### src/include/spims_pkg.sv
// register map, field positions and pin carriers of the dual serial port
package spims_pkg;

   // ==========================================================================
   // register indexes (byte address is four times the index)
   // ==========================================================================
   localparam int MAX_PORTS = 2;
   localparam logic [7:0] SERIAL_DATA_0 = 8'hf0;
   localparam logic [7:0] SERIAL_CONTROL_0 = 8'hf1;
   localparam logic [7:0] SERIAL_FLAGS_0 = 8'hf2;
   localparam logic [7:0] SERIAL_DIVIDER_0 = 8'hf3;
   localparam logic [7:0] SERIAL_DATA_1 = 8'hf8;
   localparam logic [7:0] SERIAL_CONTROL_1 = 8'hf9;
   localparam logic [7:0] SERIAL_FLAGS_1 = 8'hfa;
   localparam logic [7:0] SERIAL_DIVIDER_1 = 8'hfb;
   localparam logic [7:0] REG_PAGE = 8'h07;   // page of both instances, not decoded
   localparam logic [7:0] DATA_IDX [MAX_PORTS] = '{SERIAL_DATA_0, SERIAL_DATA_1};
   localparam logic [7:0] CTRL_IDX [MAX_PORTS] = '{SERIAL_CONTROL_0, SERIAL_CONTROL_1};
   localparam logic [7:0] FLAGS_IDX [MAX_PORTS] = '{SERIAL_FLAGS_0, SERIAL_FLAGS_1};
   localparam logic [7:0] DIV_IDX [MAX_PORTS] = '{SERIAL_DIVIDER_0, SERIAL_DIVIDER_1};

   // ==========================================================================
   // control register fields
   // ==========================================================================
   localparam int CTL_IRQ_EN = 7;
   localparam int CTL_PIN_OE = 6;
   localparam int CTL_IRQ_SRC = 5;
   localparam int CTL_MASTER = 4;
   localparam int CTL_CPOL = 3;
   localparam int CTL_CPHA = 2;
   localparam int CTL_RATE_HI = 1;
   localparam int CTL_RATE_LO = 0;
   localparam logic [7:0] CTL_GUARD_MASK = 8'h50;   // output enable and master select
   localparam logic [7:0] CTRL_RESET = 8'h00;

   // ==========================================================================
   // status and divider fields
   // ==========================================================================
   localparam int ST_DONE = 7;
   localparam int ST_CLASH = 6;
   localparam int ST_FAULT = 4;
   localparam int DIV_HALF_BYPASS = 4;
   localparam int DIV_PRS_HI = 2;
   localparam logic [7:0] DIV_WMASK = 8'h17;
   localparam logic [7:0] DIV_RESET = 8'h00;
   localparam logic [7:0] DATA_RESET = 8'h00;

   // ==========================================================================
   // timing of a byte
   // ==========================================================================
   localparam int BYTE_BITS = 8;
   localparam logic [2:0] LAST_BIT = 3'h7;
   localparam logic [3:0] LAST_EDGE = 4'hf;   // sixteen serial clock edges per byte
   localparam int HALF_W = 9;
   // half-period shift per rate code: divide by 2, 4, 16, 32 gives 1, 2, 8, 16
   localparam logic [2:0] RATE_SHIFT [4] = '{3'h0, 3'h1, 3'h3, 3'h4};

   // ==========================================================================
   // pin carriers
   // ==========================================================================
   typedef struct packed {
      logic sck;
      logic mosi;
      logic miso;
      logic ss_n;
   } spims_pin_in_t;

   typedef struct packed {
      logic sck;
      logic sck_oe_n;
      logic mosi;
      logic mosi_oe_n;
      logic miso;
      logic miso_oe_n;
   } spims_pin_out_t;

endpackage : spims_pkg

### src/core/spims_port.sv
// dual master/slave serial port with apb register access
//
// The APB slave port was chosen for this implementation.
`timescale 1ns/1ps
// Functional notes
// - phase one: second clock edge samples first bit; falling at polarity 0.
// - phase zero: first clock edge samples first bit; rising at polarity 0.
// - phase zero slave with select low freezes data register; writes then are collisions.
// - phase one slave: select low across bytes alone is no collision.
// - a write during a transfer is dropped; the transfer continues unchanged.
// - collision sets the clash flag, which never raises an interrupt.
// - phase one slave drives first bit only after the first clock edge.
// - master flags a collision on a data write while its clock shifts.
// - master seeing select low sets fault flag, interrupts if enabled.
// - fault clears output enable and master select.
// - fault flag clears by status read while set, then control write.
// - while fault set, output enable and master select cannot be set, except by the control write that clears it.
// - a slave never sets the fault flag.
// - receive buffer keeps first byte after done flag clear; no overrun flag.
// - data reads return the buffered received byte.
// - request only when one of done/fault sets while the other is clear.
// - request drives an external interrupt line, chosen by source select.
// - two instances at indexes f0h-f3h and f8h-fbh.
// - polarity sets the idle level of the serial clock.
// - eight clock pulses per byte, msb first, full duplex.
// - data writes ignored while done flag set until status read.
// - master clock is core clock over prescale, rate and half divider.
module spims_port #(
   parameter int NUM_PORTS = 2,
   parameter int ADDR_W = 12
) (
   input wire logic pclk,
   input wire logic presetn,
   input wire logic psel,
   input wire logic penable,
   input wire logic pwrite,
   input wire logic [ADDR_W-1:0] paddr,
   input wire logic [31:0] pwdata,
   output logic [31:0] prdata,
   output logic pready,
   output logic pslverr,
   input wire spims_pkg::spims_pin_in_t [NUM_PORTS-1:0] pin_in,
   output spims_pkg::spims_pin_out_t [NUM_PORTS-1:0] pin_out,
   input wire logic [NUM_PORTS-1:0] ext_irq_in,
   output logic [NUM_PORTS-1:0] ext_irq_line
);
   import spims_pkg::*;

   // ==========================================================================
   // apb decode
   // ==========================================================================
   logic acc, setup, addr_ok;
   logic [7:0] idx, rd_mux, port_rdata [NUM_PORTS];
   logic [NUM_PORTS-1:0] port_hit;

   // upper address bits and byte offset must be zero for a hit
   assign idx = paddr[9:2];
   assign addr_ok = (paddr[1:0] == 2'h0) && (paddr[ADDR_W-1:10] == '0);
   assign acc = psel & penable;
   assign setup = psel & ~penable;
   // zero wait states: the answer comes in the first access cycle
   assign pready = acc;
   assign pslverr = acc & ~(|port_hit);

   // or together the per-port read values, only the hit port is non-zero
   always_comb
   begin
      rd_mux = 8'h00;
      for (int k = 0; k < NUM_PORTS; k++)
      begin
         rd_mux = rd_mux | port_rdata[k];
      end
   end

   // read data is captured in the setup cycle so it comes from a flip-flop
   always_ff @(posedge pclk or negedge presetn)
   begin
      if (!presetn)
         prdata <= 32'h0000_0000;
      else if (setup)
         prdata <= {24'h00_0000, rd_mux};
   end

   // ==========================================================================
   // one serial port per instance
   // ==========================================================================
   for (genvar i = 0; i < NUM_PORTS; i++)
   begin : g_port
      logic [7:0] ctrl, divr, sreg, rx_buf, ctrl_wr_val, shifted;
      logic done_f, clash_f, fault_f, done_arm, clash_arm, fault_arm, done_clr, clash_clr;
      logic fault_clr, hit_data, hit_ctrl, hit_flags, hit_div, wr_data, rd_data, wr_ctrl;
      logic wr_div, rd_flags, master_select, oe, cpol, cpha, slv_en, m_run, sck_tog, s_byte, s_drv;
      logic sck_prev, tx_bit, irq_pulse, busy, wr_take, clash_evt, fault_evt, start;
      logic m_tick, s_edge, edge_any, lead, sample, drive, din, byte_done;
      logic [HALF_W-1:0] half_cnt, half_len;
      logic [3:0] m_edges;
      logic [2:0] bit_cnt;

      // --- register decode, sampled in the access phase ---
      assign hit_data = addr_ok && (idx == DATA_IDX[i]);
      assign hit_ctrl = addr_ok && (idx == CTRL_IDX[i]);
      assign hit_flags = addr_ok && (idx == FLAGS_IDX[i]);
      assign hit_div = addr_ok && (idx == DIV_IDX[i]);
      assign port_hit[i] = hit_data | hit_ctrl | hit_flags | hit_div;
      assign wr_data = acc & pwrite & hit_data;
      assign rd_data = acc & ~pwrite & hit_data;
      assign wr_ctrl = acc & pwrite & hit_ctrl;
      assign wr_div = acc & pwrite & hit_div;
      assign rd_flags = acc & ~pwrite & hit_flags;

      assign master_select = ctrl[CTL_MASTER];
      assign oe = ctrl[CTL_PIN_OE];
      assign cpol = ctrl[CTL_CPOL];
      assign cpha = ctrl[CTL_CPHA];
      assign slv_en = oe & ~master_select;

      // --- read values; flags register has unused bits at zero ---
      always_comb
      begin
         port_rdata[i] = 8'h00;
         if (hit_data)
            port_rdata[i] = rx_buf;
         else if (hit_ctrl)
            port_rdata[i] = ctrl;
         else if (hit_div)
            port_rdata[i] = divr;
         else if (hit_flags)
         begin
            port_rdata[i][ST_DONE] = done_f;
            port_rdata[i][ST_CLASH] = clash_f;
            port_rdata[i][ST_FAULT] = fault_f;
         end
      end

      // --- transfer busy: master shifting, or slave selected (phase zero) or inside a byte (phase one) ---
      assign busy = m_run
         | (slv_en & (cpha ? s_byte : ~pin_in[i].ss_n));
      assign clash_evt = wr_data & busy;
      assign wr_take = wr_data & ~busy & (~done_f | done_arm);
      assign fault_evt = master_select & ~pin_in[i].ss_n;
      assign start = wr_take & master_select & oe & ~fault_evt;

      // --- control write value: guard bits may only fall while a fault is set and no status read has armed its clear ---
      always_comb
      begin
         ctrl_wr_val = pwdata[7:0];
         if (fault_f & ~fault_arm)
            ctrl_wr_val = (pwdata[7:0] & ~CTL_GUARD_MASK)
               | (pwdata[7:0] & ctrl & CTL_GUARD_MASK);
      end

      // control register; a fault overrides a write in the same cycle
      always_ff @(posedge pclk or negedge presetn)
      begin
         if (!presetn)
            ctrl <= CTRL_RESET;
         else
         begin
            if (wr_ctrl)
               ctrl <= ctrl_wr_val;
            if (fault_evt)
            begin
               ctrl[CTL_PIN_OE] <= 1'b0;
               ctrl[CTL_MASTER] <= 1'b0;
            end
         end
      end

      // prescaler register, reserved bits forced to zero
      always_ff @(posedge pclk or negedge presetn)
      begin
         if (!presetn)
            divr <= DIV_RESET;
         else if (wr_div)
            divr <= pwdata[7:0] & DIV_WMASK;
      end

      // half period in core clocks: (prs+1) * rate/2 * (bypass ? 1 : 2)
      assign half_len = HALF_W'({5'h00, 1'b0, divr[DIV_PRS_HI:0]} + 9'h001)
         << (RATE_SHIFT[ctrl[CTL_RATE_HI:CTL_RATE_LO]]
            + {2'h0, ~divr[DIV_HALF_BYPASS]});

      // ========================================================================
      // master clock generator
      // ========================================================================
      assign m_tick = m_run & (half_cnt == half_len - 9'h001);

      // sixteen half periods per byte; the toggle ends at zero, so idle = polarity
      always_ff @(posedge pclk or negedge presetn)
      begin
         if (!presetn)
         begin
            m_run <= 1'b0;
            half_cnt <= '0;
            m_edges <= 4'h0;
            sck_tog <= 1'b0;
         end
         else if (fault_evt)
         begin
            m_run <= 1'b0;
            sck_tog <= 1'b0;
         end
         else if (start)
         begin
            m_run <= 1'b1;
            half_cnt <= '0;
            m_edges <= 4'h0;
            sck_tog <= 1'b0;
         end
         else if (m_tick)
         begin
            half_cnt <= '0;
            sck_tog <= ~sck_tog;
            m_edges <= m_edges + 4'h1;
            if (m_edges == LAST_EDGE)
               m_run <= 1'b0;
         end
         else if (m_run)
            half_cnt <= half_cnt + 9'h001;
      end

      // ========================================================================
      // edge classification shared by master and slave
      // ========================================================================
      // slave clock is a plain synchronous input; compare with last cycle
      always_ff @(posedge pclk or negedge presetn)
      begin
         if (!presetn)
            sck_prev <= 1'b0;
         else
            sck_prev <= pin_in[i].sck;
      end

      assign s_edge = slv_en & ~pin_in[i].ss_n & (pin_in[i].sck != sck_prev);
      assign edge_any = master_select ? m_tick : s_edge;
      // leading edge leaves the idle level
      assign lead = master_select ? ~m_edges[0] : (pin_in[i].sck != cpol);
      assign sample = edge_any & (lead ^ cpha);
      assign drive = edge_any & ~(lead ^ cpha);
      assign din = master_select ? pin_in[i].miso : pin_in[i].mosi;
      assign shifted = {sreg[BYTE_BITS-2:0], din};
      assign byte_done = sample & (bit_cnt == LAST_BIT);

      // shift register: loaded by an accepted write, shifted on sample edges
      always_ff @(posedge pclk or negedge presetn)
      begin
         if (!presetn)
            sreg <= DATA_RESET;
         else if (wr_take)
            sreg <= pwdata[7:0];
         else if (sample)
            sreg <= shifted;
      end

      // bit counter restarts per byte and whenever a slave is deselected
      always_ff @(posedge pclk or negedge presetn)
      begin
         if (!presetn)
            bit_cnt <= 3'h0;
         else if (start | (~master_select & pin_in[i].ss_n))
            bit_cnt <= 3'h0;
         else if (sample)
            bit_cnt <= bit_cnt + 3'h1;
      end

      // slave byte window and phase-one output permission
      always_ff @(posedge pclk or negedge presetn)
      begin
         if (!presetn)
         begin
            s_byte <= 1'b0;
            s_drv <= 1'b0;
         end
         else if (~slv_en | pin_in[i].ss_n)
         begin
            s_byte <= 1'b0;
            s_drv <= 1'b0;
         end
         else
         begin
            if (byte_done)
               s_byte <= 1'b0;
            else if (s_edge)
               s_byte <= 1'b1;
            if (s_edge & lead)
               s_drv <= 1'b1;
         end
      end

      // output bit: updated on drive edges; phase zero shows msb while idle
      always_ff @(posedge pclk or negedge presetn)
      begin
         if (!presetn)
            tx_bit <= 1'b0;
         else if (wr_take & ~cpha)
            tx_bit <= pwdata[7];
         else if (drive)
            tx_bit <= sreg[BYTE_BITS-1];
         else if (~cpha & ~m_run & ~s_byte)
            tx_bit <= sreg[BYTE_BITS-1];
      end

      // ========================================================================
      // status flags; a setting event wins over a clear in the same cycle
      // ========================================================================
      assign done_clr = done_arm & rd_data;
      assign clash_clr = clash_arm & (rd_data | wr_data);
      assign fault_clr = fault_arm & wr_ctrl;

      always_ff @(posedge pclk or negedge presetn)
      begin
         if (!presetn)
         begin
            done_f <= 1'b0;
            done_arm <= 1'b0;
         end
         else
         begin
            done_f <= byte_done | (done_f & ~done_clr);
            if (done_clr | byte_done)
               done_arm <= 1'b0;
            else if (rd_flags & done_f)
               done_arm <= 1'b1;
         end
      end

      // only the first byte after a clear reaches the buffer, later ones drop
      always_ff @(posedge pclk or negedge presetn)
      begin
         if (!presetn)
            rx_buf <= DATA_RESET;
         else if (byte_done & (~done_f | done_clr))
            rx_buf <= shifted;
      end

      always_ff @(posedge pclk or negedge presetn)
      begin
         if (!presetn)
         begin
            clash_f <= 1'b0;
            clash_arm <= 1'b0;
         end
         else
         begin
            clash_f <= clash_evt | (clash_f & ~clash_clr);
            if (clash_clr | clash_evt)
               clash_arm <= 1'b0;
            else if (rd_flags & clash_f)
               clash_arm <= 1'b1;
         end
      end

      always_ff @(posedge pclk or negedge presetn)
      begin
         if (!presetn)
         begin
            fault_f <= 1'b0;
            fault_arm <= 1'b0;
         end
         else
         begin
            fault_f <= fault_evt | (fault_f & ~fault_clr);
            if (fault_clr | fault_evt)
               fault_arm <= 1'b0;
            else if (rd_flags & fault_f)
               fault_arm <= 1'b1;
         end
      end

      // ========================================================================
      // interrupt request and pins
      // ========================================================================
      // one-cycle pulse gives the external channel its rising edge; clash excluded
      always_ff @(posedge pclk or negedge presetn)
      begin
         if (!presetn)
            irq_pulse <= 1'b0;
         else
            irq_pulse <= ctrl[CTL_IRQ_EN]
               & ((byte_done & ~done_f & ~fault_f)
                  | (fault_evt & ~fault_f & ~done_f));
      end

      assign ext_irq_line[i] = ctrl[CTL_IRQ_SRC] ? irq_pulse : ext_irq_in[i];

      // outputs released when the port is disabled; enables are active low
      assign pin_out[i].sck = cpol ^ sck_tog;
      assign pin_out[i].sck_oe_n = ~(oe & master_select);
      assign pin_out[i].mosi = tx_bit;
      assign pin_out[i].mosi_oe_n = ~(oe & master_select);
      assign pin_out[i].miso = tx_bit;
      assign pin_out[i].miso_oe_n = ~(slv_en & ~pin_in[i].ss_n
         & (~cpha | s_drv));
   end

endmodule : spims_port

### config.mk
export PLATFORM = sky130hd
export DESIGN_NAME = spims_port
export DESIGN_NICKNAME = d
export VERILOG_FILES = /design/src/include/spims_pkg.sv /design/src/core/spims_port.sv
export SDC_FILE = /design/constraint.sdc
export NUM_CORES = 1
export LEC_CHECK = 0
export BUFFER_PORTS_ARGS = -buffer_cell sky130_fd_sc_hd__buf_2
export CORE_MARGIN = 2
export CORE_UTILIZATION = 55
export CTS_BUF_LIST = sky130_fd_sc_hd__clkbuf_2
export DETAILED_ROUTE_END_ITERATION = 10
export PLACE_DENSITY = 0.77
export SLEW_MARGIN = 10
export SYNTH_ARGS = -nofsm -noshare
export SYNTH_HDL_FRONTEND = slang
export SYNTH_SLANG_ARGS = --single-unit
### constraint.sdc
create_clock -name pclk -period 3.9 [get_ports pclk]
set_clock_uncertainty 0.1 [all_clocks]
set_input_delay 0.195 -clock pclk [delete_from_list [all_inputs] [get_ports pclk]]
set_output_delay 0.195 -clock pclk [all_outputs]
set_load 0.02 [all_outputs]
==> reports/metrics.yaml, run 1 <==
run_status:
  status: "finished with violations"
  violations: "negative setup slack"
grt:
  use_met3: 0.0388
  grt-busiest-layer: "met2"
  grt_overflow_total: 0
  grtUsageTotal: 0.273
  antenna_found_initial: 1
  grt_max_degree: 66
  first_global_vias: 7156
  use_met1: 0.366
  grt_pass1_wl_um: 35500
  gr-usage-met2: 0.450
setup_path:
  slowest_stage: "or4_4"
  path_cells: "inv_1 -> ha_1 -> inv_1 -> ha_2 -> ha_4 -> or2_4 -> o311a_4 -> a32oi_2 -> o211ai_1 -> or4_4 -> a211oi_4 -> nand4_4 -> a21oi_4 -> and3_4 -> mux2_4"
  critPathLaunchType: "register"
  startpoint: "g_port[0].ctrl[0]"
  worstPathRequired_ns: 4.36
  endpoint_kind: "register"
  rrSetupSlack_ns: -0.1
  cp_data_arrival_time_ns: 4.46
  crit_fanout: 8
  crit_top_cell: "inv_1"
  crit_type: "reg -> reg"
  cpPeakStageDelay_ns: 0.47
  r2r-start: "g_port[0].ctrl[0]"
floorplan:
  die_h_um: 127
  start_util: 0.567
  core_um2: 14600
  die-area_um2: 16100
  die-width_um: 127
  rows: 44
  ios: 107
timing:
  fin_crit_ns: 4.00
  max-slew-margin-rel: 0.261
  slew_viol_final: 0
  finalSetupTns_ns: -0.740
  clock.fmax_ghz: 0.250
  hold_ws_ns: 0.000909
  final-hold-violation-count: 0
  min_period_over_period: 1.02
  worst_slack_ns: -0.0959
  worstMarginPinSlew_ns: 1.10
  rsz0062_at_grt: "true"
  setup-violations-final: 10
placed_design:
  place_congestion: 0.910
  io_buffers: 58
  hpwl_um: 15400
synthesis:
  yosys_warnings: 0
  syn_area_um2: 8310
  synthArstFlopShare: 1.00
  synth_edf_count: 0
  synthTopCellsByArea: "dfrtp_1 37%, mux2_2 4.6%, nand2_1 4.3%, nor2_1 4.2%, a21oi_1 3.4%"
  synth_flop_cell: "dfrtp_1"
  ys_ff_latch: 122
  yosysMostFrequentCell: "dfrtp_1"
  ys_seq_area_frac: 0.368
  synth_common_cells: "122 x dfrtp_1, 95 x nand2_1, 93 x nor2_1, 56 x a21oi_1, 47 x o21ai_0"
  synth_top_area_share: 0.368
  ys_types: 79
  syn_inst: 942
  syn_area_per_cell_um2: 8.82
  yosysTopAreaCell: "dfrtp_1"
pwr:
  leakage_uw: 0.00457
  peakVddDrop_v: 0.000244
  power_uw: 2530
  power.density_nw_per_um2: 251
layout:
  seq_area_um2: 3050
  drive_gt1_frac: 0.261
  n_fill_cell: 1082
  fin_nets: 1157
  area_growth_pct: 21.5
  fin_util: 0.689
  multi_input_area_um2: 5180
detailed_routing:
  dr.pass1.iters: 6
  vias: 7688
  via_per_inst: 6.03
  routed_wl_um: 22100
  drc: 0
  post_drt_wl_per_cell_um: 17.3
  first_iter_violations: 820
  postRouteAntennaNets: 0
clock_network:
  clk_pin_slew_worst_paths_ns: 0.19
  cts_tree: "yes"
  cts_root_buffer: "clkbuf_2"
  cts_htree_levels: 4
  insertion_delay_ns: 0.68
  clk_path_buf_depth: 2
  cts_buffers: 17
  clock-sinks: 122
flow_run:
  max_cap_violations: 0
min_path:
  hold_path.class: "in -> async"
==> metrics by stage <==
stage          worst slack (ns)  instances  cell area (um^2)
6_report                -0.0959       1275             10100
5_1_grt                  -0.267       1275             10100
4_1_cts                 -0.0603       1262              9670
3_5_place_dp            -0.0594       1202              9080
3_3_place_gp         -0.0000451       1202              9080
2_1_floorplan            -0.137        965              8470
==> cell families (layout without fill, tap and decap cells) <==
logic type,Yosys count,after routing,share of synthesized area
xor+xnor,56,56,0.0600
flops,122,122,0.368
compound gates,231,231,0.185
simple gates,345,345,0.202
other cells,1,25,0.000452
mux,67,67,0.0922
buf+inv,100,225,0.0631
fa+ha+maj,20,20,0.0301
==> cells in the final DEF, fill, tap and decap left out, types with 18 or more instances in the layout <==
cell type,Yosys,layout
mux2i_1,24,23
o21ai_0,47,43
nor3_1,31,27
nand3_1,25,25
dfrtp_1,122,122
nand2_1,95,93
nand2b_1,24,21
buf_2,5,57
a21oi_1,56,49
conb_1,1,24
clkbuf_2,0,19
nor2_1,93,86
mux2_2,34,34
buf_4,30,73
xnor2_1,26,23
a211oi_1,18,18
xor2_1,29,28
inv_1,29,28
dlygate4sd3_1,0,24
==> power by group <==
part           internal, uW  switching, uW  total (uW)
Clock                   485            488         974
Sequential             1290           23.9        1310
Combinational          91.5            157         248
==> final timing paths <==
kind,end,cells after the start
max,g_port[0].rx_buf[1],15
min,g_port[1].rx_buf[6],2
max reg2reg,g_port[0].rx_buf[1],15
min reg2reg,prdata[7],1
max in group asynchronous,g_port[0].ctrl[2],3
min in group pclk,g_port[0].divr[4],5
==> final cells by class <==
cell class / count / area share
clock inverter: 12 / 0.0197
inverter: 29 / 0.0108
timing repair buffer: 165 / 0.120
tap: 184 / 0.0228
clock buffer: 19 / 0.00943
sequential: 122 / 0.303
antenna: 1 / 0.000248
multi-input combinational: 743 / 0.514
==> layer usage <==
| metal | up-vias | routed length [um] |
|---|---|---|
| met5 | - | 0 |
| met4 | 0 | 656 |
| met3 | 64 | 1050 |
| met2 | 257 | 10800 |
| met1 | 3750 | 9600 |
| li1 | 3617 | - |
==> state kept, by name, indices dropped and copies added, names as in the netlist, 6 cells and up <==
| name | cells |
|---|---|
| g_port.half_cnt | 18 |
| g_port.ctrl | 16 |
| g_port.rx_buf | 16 |
| g_port.sreg | 16 |
| g_port.divr | 8 |
| g_port.m_edges | 8 |
| prdata | 8 |
| g_port.bit_cnt | 6 |
==> critical path, delay by kind of cell (launching register included) <==
kind / cells / cell delay, ns
fa+ha+maj: 3 / 0.70
flops: 1 / 0.38
mux: 1 / 0.31
compound gates: 5 / 1.11
simple gates: 4 / 1.20
buf+inv: 2 / 0.08
==> repair_timing <==
| item | CTS | global route |
|---|---|---|
| pin swaps | 3 | 29 |
| gates resized for setup | 6 | 74 |
| hold buffers | 24 | 0 |
| hold endpoints to repair | 131 | 0 |
| endpoints found under the setup margin | 21 | 77 |
| gates cloned | 0 | 1 |
| setup buffers | 5 | 12 |
No activity file was read; power rests on OpenSTA's default activity.
==> inputs of run 2 (changes only) <==
--- a/config.mk
+++ b/config.mk
@@ -11,6 +11,7 @@
 export CTS_BUF_LIST = sky130_fd_sc_hd__clkbuf_2
 export DETAILED_ROUTE_END_ITERATION = 10
 export PLACE_DENSITY = 0.77
+export SKIP_LAST_GASP = 1
 export SLEW_MARGIN = 10
 export SYNTH_ARGS = -nofsm -noshare
 export SYNTH_HDL_FRONTEND = slang
==> run 2 against run 1 <==
- the flow still finishes with violations (negative setup slack)
- register-to-register slack is essentially flat
- setup slack improved by 0.0058 ns
- final cell count stayed put
- hold slack gained 0.0011 ns
- highest routed layer unchanged
==> reports/metrics.yaml, run 2 (same netlist as run 1, synthesis figures left out) <==
clock_network:
  cts_tree: "yes"
  insertion_delay_ns: 0.68  # about the same
  cts_htree_levels: 4  # unchanged
  clk_path_buf_depth: 2  # unchanged
  clock-sinks: 122  # unchanged
  cts_root_buffer: "clkbuf_2"
  clk_pin_slew_worst_paths_ns: 0.19  # about the same
  cts_buffers: 17  # unchanged
placed_design:
  hpwl_um: 15400  # unchanged
  io_buffers: 58  # unchanged
  pre_cts_ws_ns: -0.0594  # unchanged
  place_congestion: 0.910  # unchanged
  dp.cells: 1202  # unchanged
timing:
  rsz0062_at_grt: "true"
  clock.fmax_ghz: 0.251  # +0.14%
  slew_viol_final: 0  # unchanged
  fin_crit_ns: 3.99  # -0.00578 ns
  setup-violations-final: 10  # unchanged
  worst_slack_ns: -0.0901  # +0.00578 ns
  hold_ws_ns: 0.00205  # +0.00114 ns
  final-hold-violation-count: 0  # unchanged
  finalSetupTns_ns: -0.679  # +0.0615 ns
  worstMarginPinSlew_ns: 1.11  # +0.00442 ns
  min_period_over_period: 1.02  # -0.00148
  max-slew-margin-rel: 0.258  # -0.00297
layout:
  largest_reg_flops: 18  # unchanged
  final_cell_mix: "122 x dfrtp_1, 93 x nand2_1, 86 x nor2_1"
  fin_cells: 1275  # unchanged
  fin_nets: 1157  # unchanged
  top_register: "g_port.half_cnt"
  drive_gt1_frac: 0.261  # unchanged
  final_common_cell: "dfrtp_1"
  area_growth_pct: 21.3  # about the same
floorplan:
  die_h_um: 127  # unchanged
  start_util: 0.567  # unchanged
  rows: 44  # unchanged
  ios: 107  # unchanged
  die-width_um: 127  # unchanged
  die-area_um2: 16100  # unchanged
  core_um2: 14600  # unchanged
setup_path:
  path_buf_inv: 1  # -1
  critPathTopFamily: "simple AND/OR/NAND/NOR gates"
  crit_type: "reg -> reg"
  worstPathRequired_ns: 4.36  # about the same
  path_cells: "ha_1 -> inv_1 -> ha_2 -> ha_4 -> or2_4 -> o311a_4 -> a32oi_2 -> o211ai_1 -> or4_4 -> a211oi_4 -> nand4_4 -> a21oi_4 -> and3_4 -> mux2_4"
  endpoint_kind: "register"
  critPathLaunchType: "register"
  slowest_stage: "or4_4"
  startpoint: "g_port[0].ctrl[1]"
  r2r-start: "g_port[0].ctrl[1]"
  crit_fanout: 8  # unchanged
  cpPeakStageDelay_ns: 0.46  # about the same
  cp_data_arrival_time_ns: 4.45  # about the same
detailed_routing:
  dr.pass1.iters: 8  # +2
  via_per_inst: 6.03  # about the same
  drc: 0  # unchanged
  postRouteAntennaNets: 0  # unchanged
  vias: 7694  # +0.078%
  post_drt_wl_per_cell_um: 17.3  # about the same
  routed_wl_um: 22100  # about the same
  first_iter_violations: 746  # -9.0%
grt:
  antenna_found_initial: 1  # unchanged
  first_global_vias: 7156  # unchanged
  gr-usage-met2: 0.450  # unchanged
  use_met3: 0.0388  # unchanged
  grt_pass1_wl_um: 35500  # unchanged
  grtUsageTotal: 0.273  # unchanged
  use_met1: 0.366  # unchanged
  grt_max_degree: 66  # unchanged
  grt_overflow_total: 0  # unchanged
  grt-busiest-layer: "met2"
flow_run:
  max_cap_violations: 0  # unchanged
run_status:
  status: "finished with violations"
  violations: "negative setup slack"
min_path:
  hold_path.class: "in -> async"
pwr:
  power_uw: 2530  # about the same
  peakVddDrop_v: 0.000244  # +0.13%
  power.density_nw_per_um2: 251  # about the same
  leakage_uw: 0.00457  # about the same
run 2: changes by cell type in the layout (fill, tap and decap cells not counted):
cell	before	now
ha_2	2	3
ha_4	4	3
run 2: through the flow:
step,utilization,area [um^2]
after detailed placement,0.620,9080
after global placement,0.620,9080
after CTS,0.660,9670
final,0.688,10100
after global routing,0.688,10100
after floorplan,-,8470
run 2: metal layers:
layer  routed length (um)  part of all wire  up-vias
li1                     -                 -     3621
met1                 9570              0.43     3748
met2                10800              0.49      267
met3                 1090             0.049       58
met4                  639             0.029        0
met5                    0                 0        -
run 2: worst paths after layout:
path | endpoint | slack (ns) | cells past startpoint
min | g_port[1].rx_buf[6] | 0.002 | 2
min in group pclk | g_port[0].clash_f | 0.08 | 5
max | g_port[0].rx_buf[1] | -0.09 | 14
max in group asynchronous | g_port[0].fault_f | 2.89 | 3
min reg2reg | prdata[7] | 0.40 | 1
max reg2reg | g_port[0].rx_buf[1] | -0.09 | 14
run 2: final cells by class:
| type | instances | area, um^2 |
|---|---|---|
| Multi-Input combinational cell | 743 | 5170 |
| Fill cell | 1088 | 4570 |
| Sequential cell | 122 | 3050 |
| Timing Repair Buffer | 165 | 1210 |
| Tap cell | 184 | 230 |
| Clock inverter | 12 | 199 |
| Inverter | 29 | 109 |
| Clock buffer | 19 | 95.1 |
| Antenna cell | 1 | 2.50 |
run 2: repair_timing:
action / in CTS / in global routing
endpoints found under the setup margin: 21 / 77
gates resized for setup: 5 / 74
setup buffers: 5 / 12
hold endpoints to repair: 131 / 0
pin swaps: 3 / 29
hold buffers: 24 / 0
cloned: 0 / 1
run 2: worst reg2reg max path: stages (launching register included):
cell      delay (ns)
dfrtp_1         0.41
ha_1            0.28
inv_1           0.04
ha_2            0.17
ha_4            0.27
or2_4           0.27
o311a_4         0.32
a32oi_2         0.22
o211ai_1        0.15
or4_4           0.46
a211oi_4        0.25
nand4_4         0.16
a21oi_4         0.17
and3_4          0.31
mux2_4          0.31
run 2: where the power goes:
part | internal [uW] | switching [uW] | leakage [uW]
logic | 91.5 | 157 | 0.00278
clock network | 485 | 486 | 0.000164
registers | 1290 | 24.0 | 0.00162
total | 1860 | 667 | 0.00457
==> inputs of run 3 (changes only) <==
--- a/config.mk
+++ b/config.mk
@@ -5,9 +5,10 @@
 export SDC_FILE = /design/constraint.sdc
 export NUM_CORES = 1
 export LEC_CHECK = 0
+export ABC_AREA = 1
 export BUFFER_PORTS_ARGS = -buffer_cell sky130_fd_sc_hd__buf_2
-export CORE_MARGIN = 2
-export CORE_UTILIZATION = 55
+export CORE_MARGIN = 10
+export CORE_UTILIZATION = 54
 export CTS_BUF_LIST = sky130_fd_sc_hd__clkbuf_2
 export DETAILED_ROUTE_END_ITERATION = 10
 export PLACE_DENSITY = 0.77
==> run 3 against run 2 <==
- the run now ends clean
- clock power fell by 9.2%
- die area rose by 22%
- combinational power about the same
- synthesized cell count rose by 15%
- hold slack improved by 0.060 ns
- clock-buffer cell count increased by 2
- non-clock buffer count fell by 61
- power down 3.0%
- wire length down 8.0%
- utilization shrank 5.4 points
- critical path type unchanged
- largest cell class unchanged
==> reports/metrics.yaml, run 3 <==
run_status:
  status: "completed"
layout:
  drive_gt1_frac: 0.130  # -0.132
  largest_reg_flops: 18  # unchanged
  area_growth_pct: 13.7
  fin_nets: 1270  # +9.8%
  final_cell_mix: "299 x nand2_1, 141 x inv_1, 122 x dfrtp_1"
  n_fill_cell: 1236  # +14%
  final_common_cell: "nand2_1"
  antenna_cells: 0  # -1
  fin_area_um2: 8900  # -12%
  fin_cells: 1384  # +8.5%
  top_register: "g_port.half_cnt"
synthesis:
  muxShareOfSynthArea: 0.00416  # -0.0880
  ys_types: 50  # -37%
  yosys.area_share.simple: 0.330  # +0.128
  yosys.area_share.adder: 0.0320  # +0.00183
  synth_top_area_share: 0.390  # +0.0224
  syn_inst: 1088  # +15%
  synthTopCellsByArea: "dfrtp_1 39%, nand2_1 14%, inv_1 6.9%, nand3_1 6.3%, nor2_1 4.6%"
  synth_common_cells: "302 x nand2_1, 143 x inv_1, 122 x dfrtp_1, 98 x nand3_1, 95 x nor2_1"
  synth_flop_cell: "dfrtp_1"
  synth_compound_area_frac: 0.0996  # -0.0853
  syn_area_per_cell_um2: 7.20  # -18%
  yosysMostFrequentCell: "nand2_1"
  syn_area_um2: 7830  # -5.7%
  ys_seq_area_frac: 0.390  # +0.0224
  synth_top_family_by_area: "simple AND/OR/NAND/NOR gates"
  yosysTopAreaCell: "dfrtp_1"
  synthXorXnorAreaFrac: 0.0345  # -0.0254
  ys_ff_latch: 122  # unchanged
  synthArstFlopShare: 1.00  # unchanged
  synth_edf_count: 0  # unchanged
  yosys_warnings: 0  # unchanged
pwr:
  combPwrFrac: 0.101  # +0.003
  power.density_nw_per_um2: 276  # +9.8%
  peakVddDrop_v: 0.000238  # -2.6%
  clkPwrFrac: 0.359  # -0.025
  leakage_uw: 0.00462  # +1.1%
  power_uw: 2450  # -3.0%
  sw_frac_of_total: 0.265  # +0.00163
  p_sw_uw: 651  # -2.4%
  p_int_uw: 1800  # -3.2%
  p_seq_frac: 0.540  # +0.022
grt:
  first_global_vias: 6787  # -5.2%
  grtUsageTotal: 0.201  # -0.0718
  antenna_found_initial: 0  # -1
  grt_max_degree: 63  # -4.5%
  grt_pass1_wl_um: 32600  # -8.3%
  grt_overflow_total: 0  # unchanged
floorplan:
  start_util: 0.558  # -0.00964
  die_h_um: 140  # +11%
  die-width_um: 140  # +11%
  rows: 43  # -2.3%
  die-area_um2: 19700  # +22%
  ios: 107  # unchanged
  core_um2: 14000  # -4.1%
setup_path:
  crit_type: "reg -> reg"
  cpPeakStageDelay_ns: 0.38  # -0.08 ns
  cp_data_arrival_time_ns: 4.17  # -0.28 ns
  crit_fanout: 13  # +5
  path_buf_inv: 5  # +4
  crit_top_cell: "nand2_1"
  endpoint_kind: "register"
  worstPathRequired_ns: 4.44  # +0.08 ns
  slowest_stage: "dfrtp_1"
  critPathLaunchType: "register"
  critPathTopFamily: "simple AND/OR/NAND/NOR gates"
timing:
  clock.fmax_ghz: 0.276  # +10%
  fin_crit_ns: 3.63  # -0.362 ns
  worstMarginPinSlew_ns: 0.905  # -0.201 ns
  min_period_over_period: 0.930  # -0.0927
  max-slew-margin-rel: 0.395  # +0.137
  worst_slack_ns: 0.272  # +0.362 ns
  slew_viol_final: 0  # unchanged
  hold_ws_ns: 0.0622  # +0.0602 ns
  setup-violations-final: 0  # -10
  final-hold-violation-count: 0  # unchanged
detailed_routing:
  routed_wl_um: 20300  # -8.0%
  drc: 0  # unchanged
  post_drt_wl_per_cell_um: 14.7  # -15%
  vias: 7401  # -3.8%
  first_iter_violations: 710  # -4.8%
  via_per_inst: 5.35  # -11%
  dr.pass1.iters: 5  # -3
  postRouteAntennaNets: 0  # unchanged
clock_network:
  cts_root_buffer: "clkbuf_2"
  clk_pin_slew_worst_paths_ns: 0.17  # -0.02 ns
  cts_htree_levels: 4  # unchanged
  cts_buffers: 17  # unchanged
  clock-sinks: 122  # unchanged
  cts_tree: "yes"
  insertion_delay_ns: 0.72  # +0.04 ns
  clk_path_buf_depth: 2  # unchanged
placed_design:
  io_buffers: 58  # unchanged
  hpwl_um: 15000  # -2.2%
  dp.cells: 1313  # +9.2%
  pre_cts_ws_ns: 0.104  # +0.163 ns
  place_congestion: 0.910  # about the same
  dpl_cell_area_um2: 8210  # -9.6%
min_path:
  hold_path.class: "in -> reg"
flow_run:
  max_cap_violations: 0  # unchanged
-- run 3: changes by cell type in the layout (fill, tap and decap cells not counted), sizes merged, moves of 23 or more --
cell    delta
mux2      -40
nand4     +23
a21oi     -25
inv      +120
nand2    +214
buf       -66
nand2b    -24
mux2i     -23
nand3     +79
-- run 3: cells by family (layout without fill, tap and decap cells) --
logic type / Yosys count / in the layout
flops: 122 / 122
fa+ha+maj: 20 / 20
mux: 3 / 3
other cells: 1 / 24
simple gates: 582 / 582
buf+inv: 194 / 287
xor+xnor: 30 / 30
compound gates: 136 / 136
-- run 3: final cells by class --
class	count	area [um^2]	share of cell area
tap	180	225	0.0253
inverter	151	569	0.0639
clock inverter	11	151	0.0170
multi-input combinational	795	4060	0.456
sequential	122	3050	0.343
clock buffer	21	105	0.0118
timing repair buffer	104	736	0.0826
-- run 3: worst paths after layout --
path	depth (start not counted)	start	to	slack (ns)
max	25	g_port[0].ctrl[0]	g_port[0].sreg[1]	0.27
min	2	pin_in[7]	g_port[1].sck_prev	0.06
max reg2reg	25	g_port[0].ctrl[0]	g_port[0].sreg[1]	0.27
min reg2reg	1	g_port[0].sck_tog	g_port[0].sck_tog	0.39
max in group asynchronous	4	presetn	g_port[1].fault_arm	2.64
min in group asynchronous	3	presetn	g_port[0].divr[4]	0.39
-- run 3: power by group through the flow --
stage / clock network [uW] / logic, uW / registers (uW)
floorplan: 0 / 139 / 1350
CTS: 901 / 245 / 1320
finish: 882 / 248 / 1320
detailed placement: 0 / 220 / 1350
global route: 950 / 277 / 1330
global placement: 0 / 216 / 1350
-- run 3: through the flow --
stage | setup TNS, ns | util
CTS | 0 | 0.625
detailed placement | 0 | 0.584
floorplan | 0 | -
global route | -0.424 | 0.634
global placement | 0 | 0.584
finish | 0 | 0.634
-- run 3: timing repair --
action,CTS,global route
gates resized for setup,0,16
hold endpoints to repair,167,0
hold buffers,30,0
buffers inserted,0,9
endpoints found under the setup margin,0,66
-- run 3: metal layers --
layer / GRT usage / part of all wire / up-vias
met5: 0 / 0 / -
met4: 0.0739 / 0.021 / 0
met3: 0.0490 / 0.065 / 34
met2: 0.322 / 0.47 / 210
met1: 0.258 / 0.44 / 3440
li1: - / - / 3717
